==> config.mk <==
export PLATFORM = sky130hd
export DESIGN_NAME = fsp_protect
export DESIGN_NICKNAME = d
export VERILOG_FILES = /design/src/fsp_pkg.sv /design/src/fsp_protect.sv
export VERILOG_INCLUDE_DIRS = /design/src
export SDC_FILE = /design/constraint.sdc
export NUM_CORES = 1
export LEC_CHECK = 0
export ABC_AREA = 1
export BUFFER_PORTS_ARGS = -buffer_cell sky130_fd_sc_hd__buf_4
export CORE_MARGIN = 2
export CORE_UTILIZATION = 60
export DETAILED_ROUTE_END_ITERATION = 6
export PLACE_DENSITY_LB_ADDON = 0.25
export SLEW_MARGIN = 20
export SYNTH_ARGS = -nofsm -noshare
export SYNTH_HDL_FRONTEND = slang
export SYNTH_SLANG_ARGS = --single-unit
==> constraint.sdc <==
create_clock -name i_ref_clk -period 7.5 [get_ports i_ref_clk]
set_input_delay 0.375 -clock i_ref_clk [delete_from_list [all_inputs] [get_ports i_ref_clk]]
set_output_delay 0.375 -clock i_ref_clk [all_outputs]
set_load 0.02 [all_outputs]
==> src/fsp_consts.svh <==
// Constants for the flash sector write-protection block
`ifndef FSP_CONSTS_SVH
`define FSP_CONSTS_SVH

// Command opcodes
`define FSP_OPC_SET_LATCH 8'h06
`define FSP_OPC_CLR_LATCH 8'h04
`define FSP_OPC_REG_WRITE 8'h01
`define FSP_OPC_PAGE_PROG 8'h02
`define FSP_OPC_QUAD_PROG 8'h32
`define FSP_OPC_SECT_ERASE 8'hd8
`define FSP_OPC_BULK_ERASE 8'hc7
`define FSP_OPC_OTP_PROG 8'h42
`define FSP_OPC_SW_RESET 8'hf0
`define FSP_OPC_DYN_WRITE 8'he1
`define FSP_OPC_PERS_PROG 8'he3
`define FSP_OPC_PERS_ERASE 8'he4
`define FSP_OPC_LOCK_CLR 8'ha6
`define FSP_OPC_UNLOCK 8'he9
`define FSP_OPC_MODE_PROG 8'h2f
`define FSP_OPC_PW_PROG 8'he8

// Frame lengths in bits, opcode included
`define FSP_BITS_OP 7'h08
`define FSP_BITS_1B 7'h10
`define FSP_BITS_2B 7'h18
`define FSP_BITS_PW 7'h48
`define FSP_BITS_MAX 7'h7f

// Register-write payload fields
`define FSP_SR_WDIS 7
`define FSP_SR_BP_LSB 2
`define FSP_CR_TB 5
`define FSP_CR_FREEZE 0
`define FSP_MODE_LSB 1

// Protection modes
`define FSP_MODE_DEFAULT 2'h3
`define FSP_MODE_PERSIST 2'h2
`define FSP_MODE_PASSWORD 2'h1
`define FSP_MODE_ILLEGAL 2'h0

// Synchroniser bit positions
`define FSP_PIN_SCLK 0
`define FSP_PIN_CS_N 1
`define FSP_PIN_MOSI 2
`define FSP_PIN_WP_N 3
`define FSP_PIN_HWRST_N 4

// APB byte addresses
`define FSP_ADDR_STATUS 8'h00
`define FSP_ADDR_OPTIME 8'h04
`define FSP_ADDR_ERR 8'h08
`define FSP_ADDR_SEL 8'h0c
`define FSP_ADDR_SECT 8'h10

// Reset values
`define FSP_OPTIME_RST 16'h0010

`endif

==> src/fsp_pkg.sv <==
// Types shared by the flash sector write-protection block
package fsp_pkg;

    typedef enum {
        FSP_CMD_NONE, FSP_CMD_SET_LATCH, FSP_CMD_CLR_LATCH, FSP_CMD_REG_WRITE,
        FSP_CMD_PROG, FSP_CMD_ERASE, FSP_CMD_BULK, FSP_CMD_OTP, FSP_CMD_SW_RESET,
        FSP_CMD_DYN_WRITE, FSP_CMD_PERS_PROG, FSP_CMD_PERS_ERASE, FSP_CMD_LOCK_CLR,
        FSP_CMD_UNLOCK, FSP_CMD_MODE_PROG, FSP_CMD_PW_PROG
    } fsp_cmd_t;

endpackage : fsp_pkg

==> src/fsp_protect.sv <==
// Flash sector write-protection: command decode, latch, range and sector protection
//
// Behaviour
// - Set-latch command sets write latch flag
// - Latch cleared on reset and write completion
// - Range bits protect fraction from array top
// - Top/bottom select one counts from bottom
// - Sector protected if range or sector bits
// - Freeze bit holds range and selector values
// - Freeze stays set until power-on reset
// - Freeze refuses all OTP programming
// - Range change under freeze ignored, no error
// - Pin low and disable bit block registers
// - Either sector bit zero protects sector
// - Persistent bits locked while global lock zero
// - Persistent mode: lock set at reset
// - Persistent mode: lock never set by command
// - Password mode: lock cleared at reset
// - Password match sets lock; command clears
// - Mode bits 11/10/01 decoded, 00 fails
// - Mode register frozen once mode selected
// - Mode programming shows write-in-progress flag
// - Delivered: default mode, all unprotected
// - Dynamic bit written freely either way
// - Persistent bits programmed singly, erased together
`timescale 1ns/1ps
`include "fsp_consts.svh"

module fsp_protect #(
    // Power of two, 64 to 256, so every range fraction is whole sectors
    parameter int NSEC = 64
) (
    input wire logic i_ref_clk,
    input wire logic i_rst_n,
    input wire logic i_spi_sclk,
    input wire logic i_spi_cs_n,
    input wire logic i_spi_mosi,
    input wire logic i_wp_n,
    input wire logic i_hw_reset_n,
    input wire logic i_psel,
    input wire logic i_penable,
    input wire logic i_pwrite,
    input wire logic [7:0] i_paddr,
    input wire logic [31:0] i_pwdata,
    output logic [31:0] o_prdata,
    output logic o_pready,
    output logic o_pslverr,
    output logic o_prog_pulse,
    output logic o_erase_pulse,
    output logic o_bulk_pulse,
    output logic o_otp_pulse,
    output logic [7:0] o_sector,
    output logic o_busy
);

    localparam int SW = $clog2(NSEC);
    localparam logic [8:0] NSEC9 = 9'(NSEC);

    typedef struct packed {
        logic [4:0] sy1;
        logic [4:0] sy2;
        logic [4:0] sy3;
        logic [4:0] flt;
        logic [6:0] nbits;
        logic [7:0] op;
        logic [63:0] sh;
        logic write_latch_flag;
        logic [2:0] range_bits;
        logic top_bottom_select;
        logic freeze;
        logic status_write_disable_bit;
        logic [1:0] mode;
        logic global_persistent_lock;
        logic [NSEC-1:0] persistent_sector_bit;
        logic [NSEC-1:0] dynamic_sector_bit;
        logic [63:0] password;
        logic err;
        logic write_in_progress_flag;
        logic [15:0] wcnt;
        logic [15:0] op_time;
        logic [7:0] sel;
        logic [31:0] prdata;
        logic pslverr;
        logic prog;
        logic erase;
        logic bulk;
        logic otp;
        logic [7:0] sector;
    } fsp_state_t;

    // Power-on values: the part as delivered
    localparam fsp_state_t RST_VAL = '{
        sy1: '1, sy2: '1, sy3: '1, flt: '1,
        mode: `FSP_MODE_DEFAULT,
        global_persistent_lock: 1'b1,
        persistent_sector_bit: '1,
        dynamic_sector_bit: '1,
        password: '1,
        op_time: `FSP_OPTIME_RST,
        default: '0
    };

    fsp_state_t r;
    fsp_state_t nx;

    function automatic logic in_range(input logic [7:0] s, input logic [2:0] bp,
                                      input logic tb);
        logic [8:0] sz;
        sz = 9'h0;
        if (bp == 3'h7)
        begin
            sz = NSEC9;
        end
        else if (bp != 3'h0)
        begin
            sz = NSEC9 >> (3'h7 - bp);
        end
        if (tb)
        begin
            in_range = {1'b0, s} < sz;
        end
        else
        begin
            in_range = {1'b0, s} >= (NSEC9 - sz);
        end
    endfunction : in_range

    function automatic fsp_pkg::fsp_cmd_t decode(input logic [7:0] op);
        case (op)
            `FSP_OPC_SET_LATCH: decode = fsp_pkg::FSP_CMD_SET_LATCH;
            `FSP_OPC_CLR_LATCH: decode = fsp_pkg::FSP_CMD_CLR_LATCH;
            `FSP_OPC_REG_WRITE: decode = fsp_pkg::FSP_CMD_REG_WRITE;
            `FSP_OPC_PAGE_PROG: decode = fsp_pkg::FSP_CMD_PROG;
            `FSP_OPC_QUAD_PROG: decode = fsp_pkg::FSP_CMD_PROG;
            `FSP_OPC_SECT_ERASE: decode = fsp_pkg::FSP_CMD_ERASE;
            `FSP_OPC_BULK_ERASE: decode = fsp_pkg::FSP_CMD_BULK;
            `FSP_OPC_OTP_PROG: decode = fsp_pkg::FSP_CMD_OTP;
            `FSP_OPC_SW_RESET: decode = fsp_pkg::FSP_CMD_SW_RESET;
            `FSP_OPC_DYN_WRITE: decode = fsp_pkg::FSP_CMD_DYN_WRITE;
            `FSP_OPC_PERS_PROG: decode = fsp_pkg::FSP_CMD_PERS_PROG;
            `FSP_OPC_PERS_ERASE: decode = fsp_pkg::FSP_CMD_PERS_ERASE;
            `FSP_OPC_LOCK_CLR: decode = fsp_pkg::FSP_CMD_LOCK_CLR;
            `FSP_OPC_UNLOCK: decode = fsp_pkg::FSP_CMD_UNLOCK;
            `FSP_OPC_MODE_PROG: decode = fsp_pkg::FSP_CMD_MODE_PROG;
            `FSP_OPC_PW_PROG: decode = fsp_pkg::FSP_CMD_PW_PROG;
            default: decode = fsp_pkg::FSP_CMD_NONE;
        endcase
    endfunction : decode

    logic [NSEC-1:0] rng_vec;
    logic [NSEC-1:0] prot_vec;
    logic [4:0] flt_next;
    logic sclk_rise;
    logic cs_rise;
    logic hw_rst;
    logic [7:0] sarg;
    logic [SW-1:0] sidx;
    logic [SW-1:0] selx;
    logic sec_ok;
    logic sel_ok;
    logic regs_locked;
    logic [31:0] rd;
    logic apb_setup;
    logic apb_access;
    fsp_pkg::fsp_cmd_t cmd;

    genvar g;
    for (g = 0; g < NSEC; g++)
    begin : g_rng
        assign rng_vec[g] = in_range(8'(g), r.range_bits, r.top_bottom_select);
    end

    // Either scheme protects; either sector bit at zero protects
    assign prot_vec = rng_vec | ~r.persistent_sector_bit | ~r.dynamic_sector_bit;

    // A pin change is taken once the second and third stages agree
    assign flt_next = ((r.sy2 ~^ r.sy3) & r.sy3) | ((r.sy2 ^ r.sy3) & r.flt);
    assign sclk_rise = flt_next[`FSP_PIN_SCLK] & ~r.flt[`FSP_PIN_SCLK];
    assign cs_rise = flt_next[`FSP_PIN_CS_N] & ~r.flt[`FSP_PIN_CS_N];
    assign hw_rst = ~r.flt[`FSP_PIN_HWRST_N];
    assign regs_locked = ~r.flt[`FSP_PIN_WP_N] & r.status_write_disable_bit;

    assign sarg = (r.nbits == `FSP_BITS_2B) ? r.sh[15:8] : r.sh[7:0];
    assign sidx = sarg[SW-1:0];
    assign sec_ok = {1'b0, sarg} < NSEC9;
    assign selx = r.sel[SW-1:0];
    assign sel_ok = {1'b0, r.sel} < NSEC9;
    assign cmd = decode(r.op);

    assign apb_setup = i_psel & ~i_penable;
    assign apb_access = i_psel & i_penable;

    always_comb
    begin
        rd = 32'h0;
        case (i_paddr)
            `FSP_ADDR_STATUS: rd = {20'h0, r.mode, r.global_persistent_lock, r.freeze,
                                    r.top_bottom_select, r.status_write_disable_bit,
                                    r.range_bits, r.err, r.write_latch_flag,
                                    r.write_in_progress_flag};
            `FSP_ADDR_OPTIME: rd = {16'h0, r.op_time};
            `FSP_ADDR_ERR: rd = {31'h0, r.err};
            `FSP_ADDR_SEL: rd = {24'h0, r.sel};
            `FSP_ADDR_SECT:
            begin
                if (sel_ok)
                begin
                    rd = {28'h0, prot_vec[selx], rng_vec[selx],
                          r.dynamic_sector_bit[selx], r.persistent_sector_bit[selx]};
                end
            end
            default: rd = 32'h0;
        endcase
    end

    always_comb
    begin
        nx = r;
        nx.prog = 1'b0;
        nx.erase = 1'b0;
        nx.bulk = 1'b0;
        nx.otp = 1'b0;
        nx.sy1 = {i_hw_reset_n, i_wp_n, i_spi_mosi, i_spi_cs_n, i_spi_sclk};
        nx.sy2 = r.sy1;
        nx.sy3 = r.sy2;
        nx.flt = flt_next;

        // Read data is captured in the setup cycle
        if (apb_setup)
        begin
            nx.prdata = rd;
            nx.pslverr = !(i_paddr inside {`FSP_ADDR_STATUS, `FSP_ADDR_OPTIME,
                                           `FSP_ADDR_ERR, `FSP_ADDR_SEL, `FSP_ADDR_SECT});
        end
        if (apb_access && i_pwrite && !r.pslverr)
        begin
            case (i_paddr)
                `FSP_ADDR_OPTIME: nx.op_time = i_pwdata[15:0];
                `FSP_ADDR_ERR: nx.err = r.err & ~i_pwdata[0];
                `FSP_ADDR_SEL: nx.sel = i_pwdata[7:0];
                default: nx.sel = r.sel;
            endcase
        end

        // Busy period of a write; the latch drops when it ends
        if (r.write_in_progress_flag)
        begin
            nx.wcnt = r.wcnt - 16'h1;
            if (r.wcnt <= 16'h1)
            begin
                nx.write_in_progress_flag = 1'b0;
                nx.write_latch_flag = 1'b0;
            end
        end

        // Frame shift-in, most significant bit first
        if (r.flt[`FSP_PIN_CS_N])
        begin
            nx.nbits = 7'h0;
        end
        else if (sclk_rise)
        begin
            if (r.nbits < `FSP_BITS_OP)
            begin
                nx.op = {r.op[6:0], r.flt[`FSP_PIN_MOSI]};
            end
            else
            begin
                nx.sh = {r.sh[62:0], r.flt[`FSP_PIN_MOSI]};
            end
            if (r.nbits != `FSP_BITS_MAX)
            begin
                nx.nbits = r.nbits + 7'h1;
            end
        end

        // Commands execute when chip select rises; frames while busy are dropped
        if (cs_rise && !r.write_in_progress_flag && !hw_rst)
        begin
            nx.op = 8'h0;
            case (cmd)
                fsp_pkg::FSP_CMD_SET_LATCH:
                begin
                    if (r.nbits == `FSP_BITS_OP)
                    begin
                        nx.write_latch_flag = 1'b1;
                    end
                end
                fsp_pkg::FSP_CMD_CLR_LATCH: nx.write_latch_flag = 1'b0;
                fsp_pkg::FSP_CMD_SW_RESET:
                begin
                    nx.write_latch_flag = 1'b0;
                    nx.dynamic_sector_bit = '1;
                end
                fsp_pkg::FSP_CMD_REG_WRITE:
                begin
                    if (r.write_latch_flag && r.nbits == `FSP_BITS_2B)
                    begin
                        nx.write_in_progress_flag = 1'b1;
                        nx.wcnt = r.op_time;
                        // Blocked silently while the pin guards the registers
                        if (!regs_locked)
                        begin
                            nx.status_write_disable_bit = r.sh[8 + `FSP_SR_WDIS];
                            // Frozen range bits keep their value without an error
                            if (!r.freeze)
                            begin
                                nx.range_bits = r.sh[8 + `FSP_SR_BP_LSB +: 3];
                                nx.top_bottom_select = r.sh[`FSP_CR_TB];
                            end
                            nx.freeze = r.freeze | r.sh[`FSP_CR_FREEZE];
                        end
                    end
                end
                fsp_pkg::FSP_CMD_PROG, fsp_pkg::FSP_CMD_ERASE:
                begin
                    if (r.write_latch_flag && r.nbits == `FSP_BITS_1B)
                    begin
                        nx.write_in_progress_flag = 1'b1;
                        nx.wcnt = r.op_time;
                        nx.sector = sarg;
                        if (!sec_ok || prot_vec[sidx])
                        begin
                            nx.err = 1'b1;
                        end
                        else
                        begin
                            nx.prog = (cmd == fsp_pkg::FSP_CMD_PROG);
                            nx.erase = (cmd == fsp_pkg::FSP_CMD_ERASE);
                        end
                    end
                end
                fsp_pkg::FSP_CMD_BULK:
                begin
                    if (r.write_latch_flag && r.nbits == `FSP_BITS_OP)
                    begin
                        nx.write_in_progress_flag = 1'b1;
                        nx.wcnt = r.op_time;
                        nx.err = nx.err | (|prot_vec);
                        nx.bulk = ~(|prot_vec);
                    end
                end
                fsp_pkg::FSP_CMD_OTP:
                begin
                    if (r.write_latch_flag)
                    begin
                        nx.write_in_progress_flag = 1'b1;
                        nx.wcnt = r.op_time;
                        nx.err = nx.err | r.freeze;
                        nx.otp = ~r.freeze;
                    end
                end
                fsp_pkg::FSP_CMD_DYN_WRITE:
                begin
                    if (r.nbits == `FSP_BITS_2B && sec_ok)
                    begin
                        nx.dynamic_sector_bit[sidx] = r.sh[0];
                    end
                end
                fsp_pkg::FSP_CMD_PERS_PROG, fsp_pkg::FSP_CMD_PERS_ERASE:
                begin
                    if (r.write_latch_flag)
                    begin
                        nx.write_in_progress_flag = 1'b1;
                        nx.wcnt = r.op_time;
                        if (!r.global_persistent_lock)
                        begin
                            nx.err = 1'b1;
                        end
                        else if (cmd == fsp_pkg::FSP_CMD_PERS_ERASE)
                        begin
                            nx.persistent_sector_bit = '1;
                        end
                        else if (r.nbits == `FSP_BITS_1B && sec_ok)
                        begin
                            nx.persistent_sector_bit[sidx] = 1'b0;
                        end
                    end
                end
                // No command sets the lock in persistent mode
                fsp_pkg::FSP_CMD_LOCK_CLR: nx.global_persistent_lock = 1'b0;
                fsp_pkg::FSP_CMD_UNLOCK:
                begin
                    if (r.mode == `FSP_MODE_PASSWORD && r.nbits == `FSP_BITS_PW)
                    begin
                        if (r.sh == r.password)
                        begin
                            nx.global_persistent_lock = 1'b1;
                        end
                        else
                        begin
                            nx.err = 1'b1;
                        end
                    end
                end
                fsp_pkg::FSP_CMD_MODE_PROG:
                begin
                    if (r.write_latch_flag && r.nbits == `FSP_BITS_1B)
                    begin
                        nx.write_in_progress_flag = 1'b1;
                        nx.wcnt = r.op_time;
                        if (r.mode != `FSP_MODE_DEFAULT)
                        begin
                            nx.err = 1'b1;
                        end
                        else if (r.sh[`FSP_MODE_LSB +: 2] == `FSP_MODE_ILLEGAL)
                        begin
                            nx.err = 1'b1;
                        end
                        else
                        begin
                            nx.mode = r.sh[`FSP_MODE_LSB +: 2];
                        end
                    end
                end
                fsp_pkg::FSP_CMD_PW_PROG:
                begin
                    if (r.write_latch_flag && r.nbits == `FSP_BITS_PW)
                    begin
                        nx.write_in_progress_flag = 1'b1;
                        nx.wcnt = r.op_time;
                        // Only zeros can be programmed, and only before a mode is chosen
                        if (r.mode == `FSP_MODE_DEFAULT)
                        begin
                            nx.password = r.password & r.sh;
                        end
                        else
                        begin
                            nx.err = 1'b1;
                        end
                    end
                end
                default: nx.op = 8'h0;
            endcase
        end

        // Hardware reset pin; freeze survives it, only power-on clears that
        if (hw_rst)
        begin
            nx.write_latch_flag = 1'b0;
            nx.global_persistent_lock = (r.mode != `FSP_MODE_PASSWORD);
            nx.dynamic_sector_bit = '1;
            nx.write_in_progress_flag = 1'b0;
            nx.nbits = 7'h0;
            nx.op = 8'h0;
        end
    end

    always_ff @(posedge i_ref_clk or negedge i_rst_n)
    begin
        if (!i_rst_n)
        begin
            r <= RST_VAL;
        end
        else
        begin
            r <= nx;
        end
    end

    assign o_prdata = r.prdata;
    assign o_pready = apb_access;
    assign o_pslverr = r.pslverr;
    assign o_prog_pulse = r.prog;
    assign o_erase_pulse = r.erase;
    assign o_bulk_pulse = r.bulk;
    assign o_otp_pulse = r.otp;
    assign o_sector = r.sector;
    assign o_busy = r.write_in_progress_flag;

endmodule : fsp_protect

==> impl_metrics.ini, run 1 <==
[run_status]
status = complete, no violations

[place]
numPortBuffers = 64
gp_congestion = 1.00
dp.cells = 3354
hpwl_um = 46400
dpl_cell_area_mm2 = 0.0233

[logic_synthesis]
synth_edf_count = 0
synth.distinct_cells = 63
ys_warn_count = 0
ys_ff_latch = 372
synth_top_area_share_pct = 24.9
yosysMostFrequentCell = nand2_1
synthTopCellsByArea = dfstp_2, dfrtp_1, nand2_1
syn_inst = 2926
ys_seq_area_share_pct = 42.1
syn_area_per_cell_um2 = 7.78
ys.flop_type = dfstp_2
synth_top_area_cell = dfstp_2
syn_area_mm2 = 0.0228
async_flop_share_pct = 100
synthTopCellsByCount = nand2_1, o21ai_0, nor2_1

[routing]
routed_wl_um = 70600
via_per_inst = 6.23
dr.pass1.iters = 6
drc = 0
postRouteAntennaNets = 0
wl_per_cell_um = 20.6
num_vias = 21400
drtIter0Drc = 2402

[critical_path]
startpoint = r[286]$_DFFE_PN0P_
rr_startpoint = r[286]$_DFFE_PN0P_
crit_buf_inv = 3
cp_max_fo = 16
end_kind = flop
cp_data_arrival_time_ns = 4.78
slowest_delay_ns = 0.71
cp_top_family = simple AND/OR/NAND/NOR gates
crit_type = reg2reg
critPathRequiredTime_ns = 7.95
crit_chain = inv_1 > nor3_1 > inv_1 > ha_1 > inv_1 > nand4_1 > nand3_1 > nand2_1 > nand2_1 > nand3_1 > nor4_1 > nand2_1 > nor2_1 > nand2_1 > nand2_1 > nand2_1 > a21oi_1 > a21oi_1
critPathLaunchType = flop
slowest_stage = dfrtp_1
crit_top_cell = nand2_1

[clock_network]
path_clk_slew_ns = 0.06
cts_made_buffers = 42
cts_hold_buf = 6
cts_setup_buffers = 0
cts_tree = yes
htreeDepth = 2
clock_path_buffers = 3
post_cts_resized = 0
clk_latency_ns = 0.62
cts-root-buf = clkbuf_16
cts_sinks = 372

[layout]
fill_cells = 3204
drive_gt1_share_pct = 17.4
multiInputGateArea_mm2 = 0.0113
n_antenna_cell = 0
synthToLayoutAreaGrowth_pct = 8.74
regArea_mm2 = 0.00958
fin_nets = 3019
finalInstanceArea_mm2 = 0.0248
fin_cells = 3435

[grt]
grt_pass1_vias = 20600
overflow = 0
antenna_found_initial = 2
grt_max_degree = 131
track_usage_pct = 36.0
grt_pass1_wl_um = 111000

[power]
p_per_area_mw_per_mm2 = 192
ir_worst_vdd_mv = 0.217
seqPwrFrac_pct = 47.5
switching_power_w = 0.00121
swShare_pct = 25.3
p_leak_nw = 11.5
p_int_w = 0.00356
p_clk_share_pct = 45.5
p_comb_share_pct = 7.0

[sta]
worstMarginPinSlew_ns = 1.01
relSlewSlack_pct = 32.6
rsz0062_at_grt = false
clock.fmax_ghz = 0.231
fin_skew_ns = 0.0416
hold_violations = 0
setup_tns_ns = 0
setup_violations = 0
fin_hold_ws_ns = 0.0495
period_needed_ns = 4.33
finalCritPeriodShare_pct = 57.7
final-max-slew-violation-count = 0

[hold_path]
min_path_type = in2reg
min_from = i_pwdata[8]

[die]
die_y_um = 199
chipWidth_um = 199
initial_core_util_pct = 60.8
die_area_mm2 = 0.0395
core_area_mm2 = 0.0375
ioPinCount = 97
rows = 71

[job]
maxCapViolCount = 0
==> flip-flops by register name, indices dropped and copies added, names as in the netlist <==
register and cells:
r 332, o_otp_pulse 1, o_busy 1, o_prog_pulse 1, o_bulk_pulse 1, nx 10
o_prdata 16, o_erase_pulse 1, o_pslverr 1, o_sector 8
==> layout by cell type (no fill, tap or decap), drive strengths merged, types with 2 or more instances in the layout <==
cell         Yosys  layout
a211oi           4       4
a21o             4       4
a21oi          141     141
a221oi          10      10
a22o             4       4
a31oi            5       5
buf             95      90
bufinv           0       5
clkbuf          93      59
clkinv           8      18
conb             1      16
dfrtp          156     156
dfstp          216     216
dlygate4sd3      0       6
ha              76      76
inv            262     262
mux2            69      69
mux2i            4       4
nand2          642     642
nand3          177     177
nand3b           6       6
nand4           41      41
nor2           290     290
nor3            22      22
nor4            28      28
o2111ai          2       2
o211ai          50      50
o21ai          373     373
o21bai           3       3
o221ai          30      30
o22ai           16      16
o311ai           4       4
o31ai           68      68
or2              8       8
xnor2            2       2
xor2             6       6
==> layout make-up <==
cell class	instances	area share, %
multi-input cells	2111	45.7
flip-flops and latches	372	38.7
clock buffers	59	4.74
inverters	270	4.14
repair buffers	96	3.05
well taps	511	2.58
clock inverters	16	1.10
==> worst paths after layout <==
kind	slack, ns	endpoint	cells past startpoint
max in group asynchronous	5.31	r[336]$_DFFE_PN0P_	4
max	3.17	r[86]$_DFF_PN0_	18
min in group asynchronous	0.42	o_prdata[2]$_DFFE_PN0P_	2
min reg2reg	0.35	nx[377]$_DFF_PN1_	0
max reg2reg	3.17	r[86]$_DFF_PN0_	18
min	0.05	r[61]$_DFFE_PN0P_	3
==> routing by layer <==
metal | GRT usage, % | wire length, um | up-vias
met5 | 0 | 24 | -
met4 | 19.3 | 3780 | 4
met3 | 7.17 | 6810 | 275
met2 | 56.0 | 31500 | 1099
met1 | 47.6 | 28500 | 10200
li1 | - | - | 9817
==> stage by stage <==
stage	setup WS [ns]	utilization, %	power, W
2_1_floorplan	4.59	-	0.00248
3_3_place_gp	3.53	62.0	0.00260
3_5_place_dp	3.47	62.0	0.00262
4_1_cts	3.42	66.1	0.00478
5_1_grt	2.94	66.1	0.00492
6_report	3.17	66.1	0.00477
==> power by group through the flow <==
stage	clock (W)	sequential [W]	combinational, W
6_report	0.00217	0.00227	0.000334
5_1_grt	0.00226	0.00228	0.000380
4_1_cts	0.00218	0.00226	0.000331
3_5_place_dp	0	0.00229	0.000327
3_3_place_gp	0	0.00229	0.000312
2_1_floorplan	0	0.00226	0.000215
==> tightest hold or removal path: cells and delay by family <==
| family | cells | cell delay [ns] |
|---|---|---|
| buf+inv | 1 | 0.08 |
| simple gates | 1 | 0.04 |
| compound gates | 1 | 0.10 |
==> cells by family after synthesis <==
kind of cell	count (synthesis)	synth area share, %
other	1	0.0165
multiplexers	73	3.59
buffers and inverters	458	8.64
flip-flops	372	42.1
XOR/XNOR	8	0.308
AND/OR/NAND/NOR	1218	22.8
AO/OA/AOI/OAI	720	18.4
adder cells (fa/ha/maj)	76	4.17
(Power assumes the default switching activity.)
==> run 2: changes to the inputs <==
==> constraint.sdc (replaced) <==
create_clock -name i_ref_clk -period 4.11 [get_ports i_ref_clk]
set_input_delay 0.2055 -clock i_ref_clk [delete_from_list [all_inputs] [get_ports i_ref_clk]]
set_output_delay 0.2055 -clock i_ref_clk [all_outputs]
set_load 0.02 [all_outputs]
==> run 2 against run 1 <==
Via count increased by 1.4%. Non-clock buffer count increased by 40. Global-route usage increased by 0.66 points. Wire length increased by 1.9%. Largest cell class unchanged. Clock power increased by 88%. Clock skew decreased by 0.0014 ns. Power increased by 86%.
==> impl_metrics.ini, run 2 (synthesis results as in run 1) <==
[clock_network]
clock_path_buffers = 3
cts-root-buf = clkbuf_16
post_cts_resized = 0
clk_latency_ns = 0.61
htreeDepth = 2
cts_made_buffers = 42
path_clk_slew_ns = 0.06
cts_tree = yes
cts_sinks = 372

[layout]
synthToLayoutAreaGrowth_pct = 10.9
largest_register = r
multiInputGateArea_mm2 = 0.0113
fin_util_pct = 67.4
largest_reg_flops = 332
final_common_cell = nand2_1
fin_nets = 3059
drive_gt1_share_pct = 18.2
fill_cells = 3095
n_antenna_cell = 0
fin_cells = 3478
regArea_mm2 = 0.00958
final_cell_mix = nand2_1, o21ai_0, nor2_1, inv_1, dfstp_2

[sta]
worstMarginPinSlew_ns = 1.03
setup_tns_ns = 0
finalCritPeriodShare_pct = 90.5
period_needed_ns = 3.72
fin_skew_ns = 0.0402
final-max-slew-violation-count = 0
clock.fmax_ghz = 0.269
setup_violations = 0
hold_violations = 0
rsz0062_at_grt = false
relSlewSlack_pct = 31.7

[critical_path]
rr_endpoint = r[86]$_DFF_PN0_
crit_chain = inv_1 > nor3_1 > inv_1 > ha_1 > inv_1 > nand2_1 > nand2_2 > nand2_1 > nand2_1 > nand2_1 > nor3_1 > nand3_1 > nor2_1 > nand3_1 > nor2_1 > nand2_1 > nand2_1 > nand2_1 > a21oi_1 > a21oi_1
slowest_delay_ns = 0.47
crit_type = reg2reg
critPathLaunchType = flop
rr_worst_depth = 20
cp_data_arrival_time_ns = 4.20
rrSetupSlack_ns = 0.39
slowest_stage = dfrtp_1
crit_top_cell = nand2_1
cp_max_fo = 8
critPathRequiredTime_ns = 4.59
rr_startpoint = r[286]$_DFFE_PN0P_
end_kind = flop

[place]
gp_congestion = 0.986
dp.cells = 3376
hpwl_um = 48000
numPortBuffers = 64

[routing]
dr.pass1.iters = 6
drc = 0
via_per_inst = 6.23
routed_wl_um = 71900
postRouteAntennaNets = 0
wl_per_cell_um = 20.7
drtIter0Drc = 2560
num_vias = 21700

[grt]
antenna_found_initial = 0
grt_max_degree = 118
grt_pass1_vias = 20900
grt_pass1_wl_um = 113000
overflow = 0
track_usage_pct = 36.7

[power]
p_leak_nw = 11.8
ir_worst_vdd_mv = 0.377
seqPwrFrac_pct = 46.8
p_int_w = 0.00663
p_per_area_mw_per_mm2 = 351
swShare_pct = 25.2
power_w = 0.00886
switching_power_w = 0.00223
p_clk_share_pct = 46.0
p_comb_share_pct = 7.2

[job]
maxCapViolCount = 0

[hold_path]
hold_depth = 4
min_path_type = in2reg
hold_path_end = o_prdata[15]$_DFFE_PN0P_
min_from = i_paddr[3]

[die]
die_y_um = 199
rows = 71
ioPinCount = 97
core_area_mm2 = 0.0375
die_area_mm2 = 0.0395
chipWidth_um = 199
initial_core_util_pct = 60.8

[run_status]
status = complete, no violations
[run 2: changes by cell type in the layout (fill, tap and decap cells not counted)]
cell           change
buf_12             +5
buf_4             +17
bufinv_16          -1
clkbuf_1           -5
clkbuf_16          +3
clkbuf_8           +3
clkinv_2           -1
clkinv_4           +1
clkinv_8           -1
clkinvlp_4         +1
dlygate4sd3_1     +18
inv_4              +2
inv_6              +1
[run 2: per-layer routing]
layer	GRT usage [%]	share of wire (%)	vias to the layer above
li1	-	-	9880
met5	0	0	-
met3	7.17	10	270
met2	57.8	45	1221
met1	48.4	40	10300
met4	18.3	4.9	0
[run 2: worst max path at each step]
stage	start	to	slack (ns)
after global placement	r[286]$_DFFE_PN0P_	r[86]$_DFF_PN0_	0.54
after global routing	r[286]$_DFFE_PN0P_	r[86]$_DFF_PN0_	0.02
after detailed placement	r[286]$_DFFE_PN0P_	r[86]$_DFF_PN0_	0.50
after CTS	r[286]$_DFFE_PN0P_	r[86]$_DFF_PN0_	0.48
final	r[286]$_DFFE_PN0P_	r[86]$_DFF_PN0_	0.39
after floorplan	r[287]$_DFFE_PN0P_	r[86]$_DFF_PN0_	1.20
[run 2: critical path, delay by kind of cell, from the launching register on]
family | cells | cell delay, ns
and+or+nand+nor | 14 | 2.12
buffers and inverters | 3 | 0.51
DFF | 1 | 0.47
adders and majority gates | 1 | 0.29
AOI/OAI and AO/OA | 2 | 0.20
[run 2: what timing repair did]
item / 4_1_cts / 5_1_grt
hold endpoints to repair: 68 / 0
endpoints found under the setup margin: 0 / 0
buffers inserted: 0 / 0
hold buffers: 24 / 0
[run 2: layout make-up]
| class | instances | share of cell area (%) |
|---|---|---|
| multi-input combinational | 2111 | 44.8 |
| sequential | 372 | 37.9 |
| clock inverter | 18 | 1.03 |
| clock buffer | 60 | 5.04 |
| tap | 511 | 2.53 |
| inverter | 270 | 4.06 |
| timing repair buffer | 136 | 4.61 |
[run 2: metrics by stage]
| step | setup slack, ns | cell area [um2] | hold WS [ns] |
|---|---|---|---|
| finish | 0.390 | 25300 | 0.155 |
| global route | 0.0249 | 25300 | 0.175 |
| floorplan | 1.20 | 22800 | -0.0901 |
| global placement | 0.544 | 23500 | 0.315 |
| CTS | 0.475 | 25300 | 0.134 |
| detailed placement | 0.501 | 23500 | 0.315 |
[run 2: power by group through the flow]
stage	clock (W)	sequential (W)	combinational, W
CTS	0.00412	0.00414	0.000630
finish	0.00408	0.00415	0.000637
global placement	0	0.00419	0.000586
global route	0.00428	0.00416	0.000716
detailed placement	0	0.00419	0.000609
floorplan	0	0.00412	0.000392
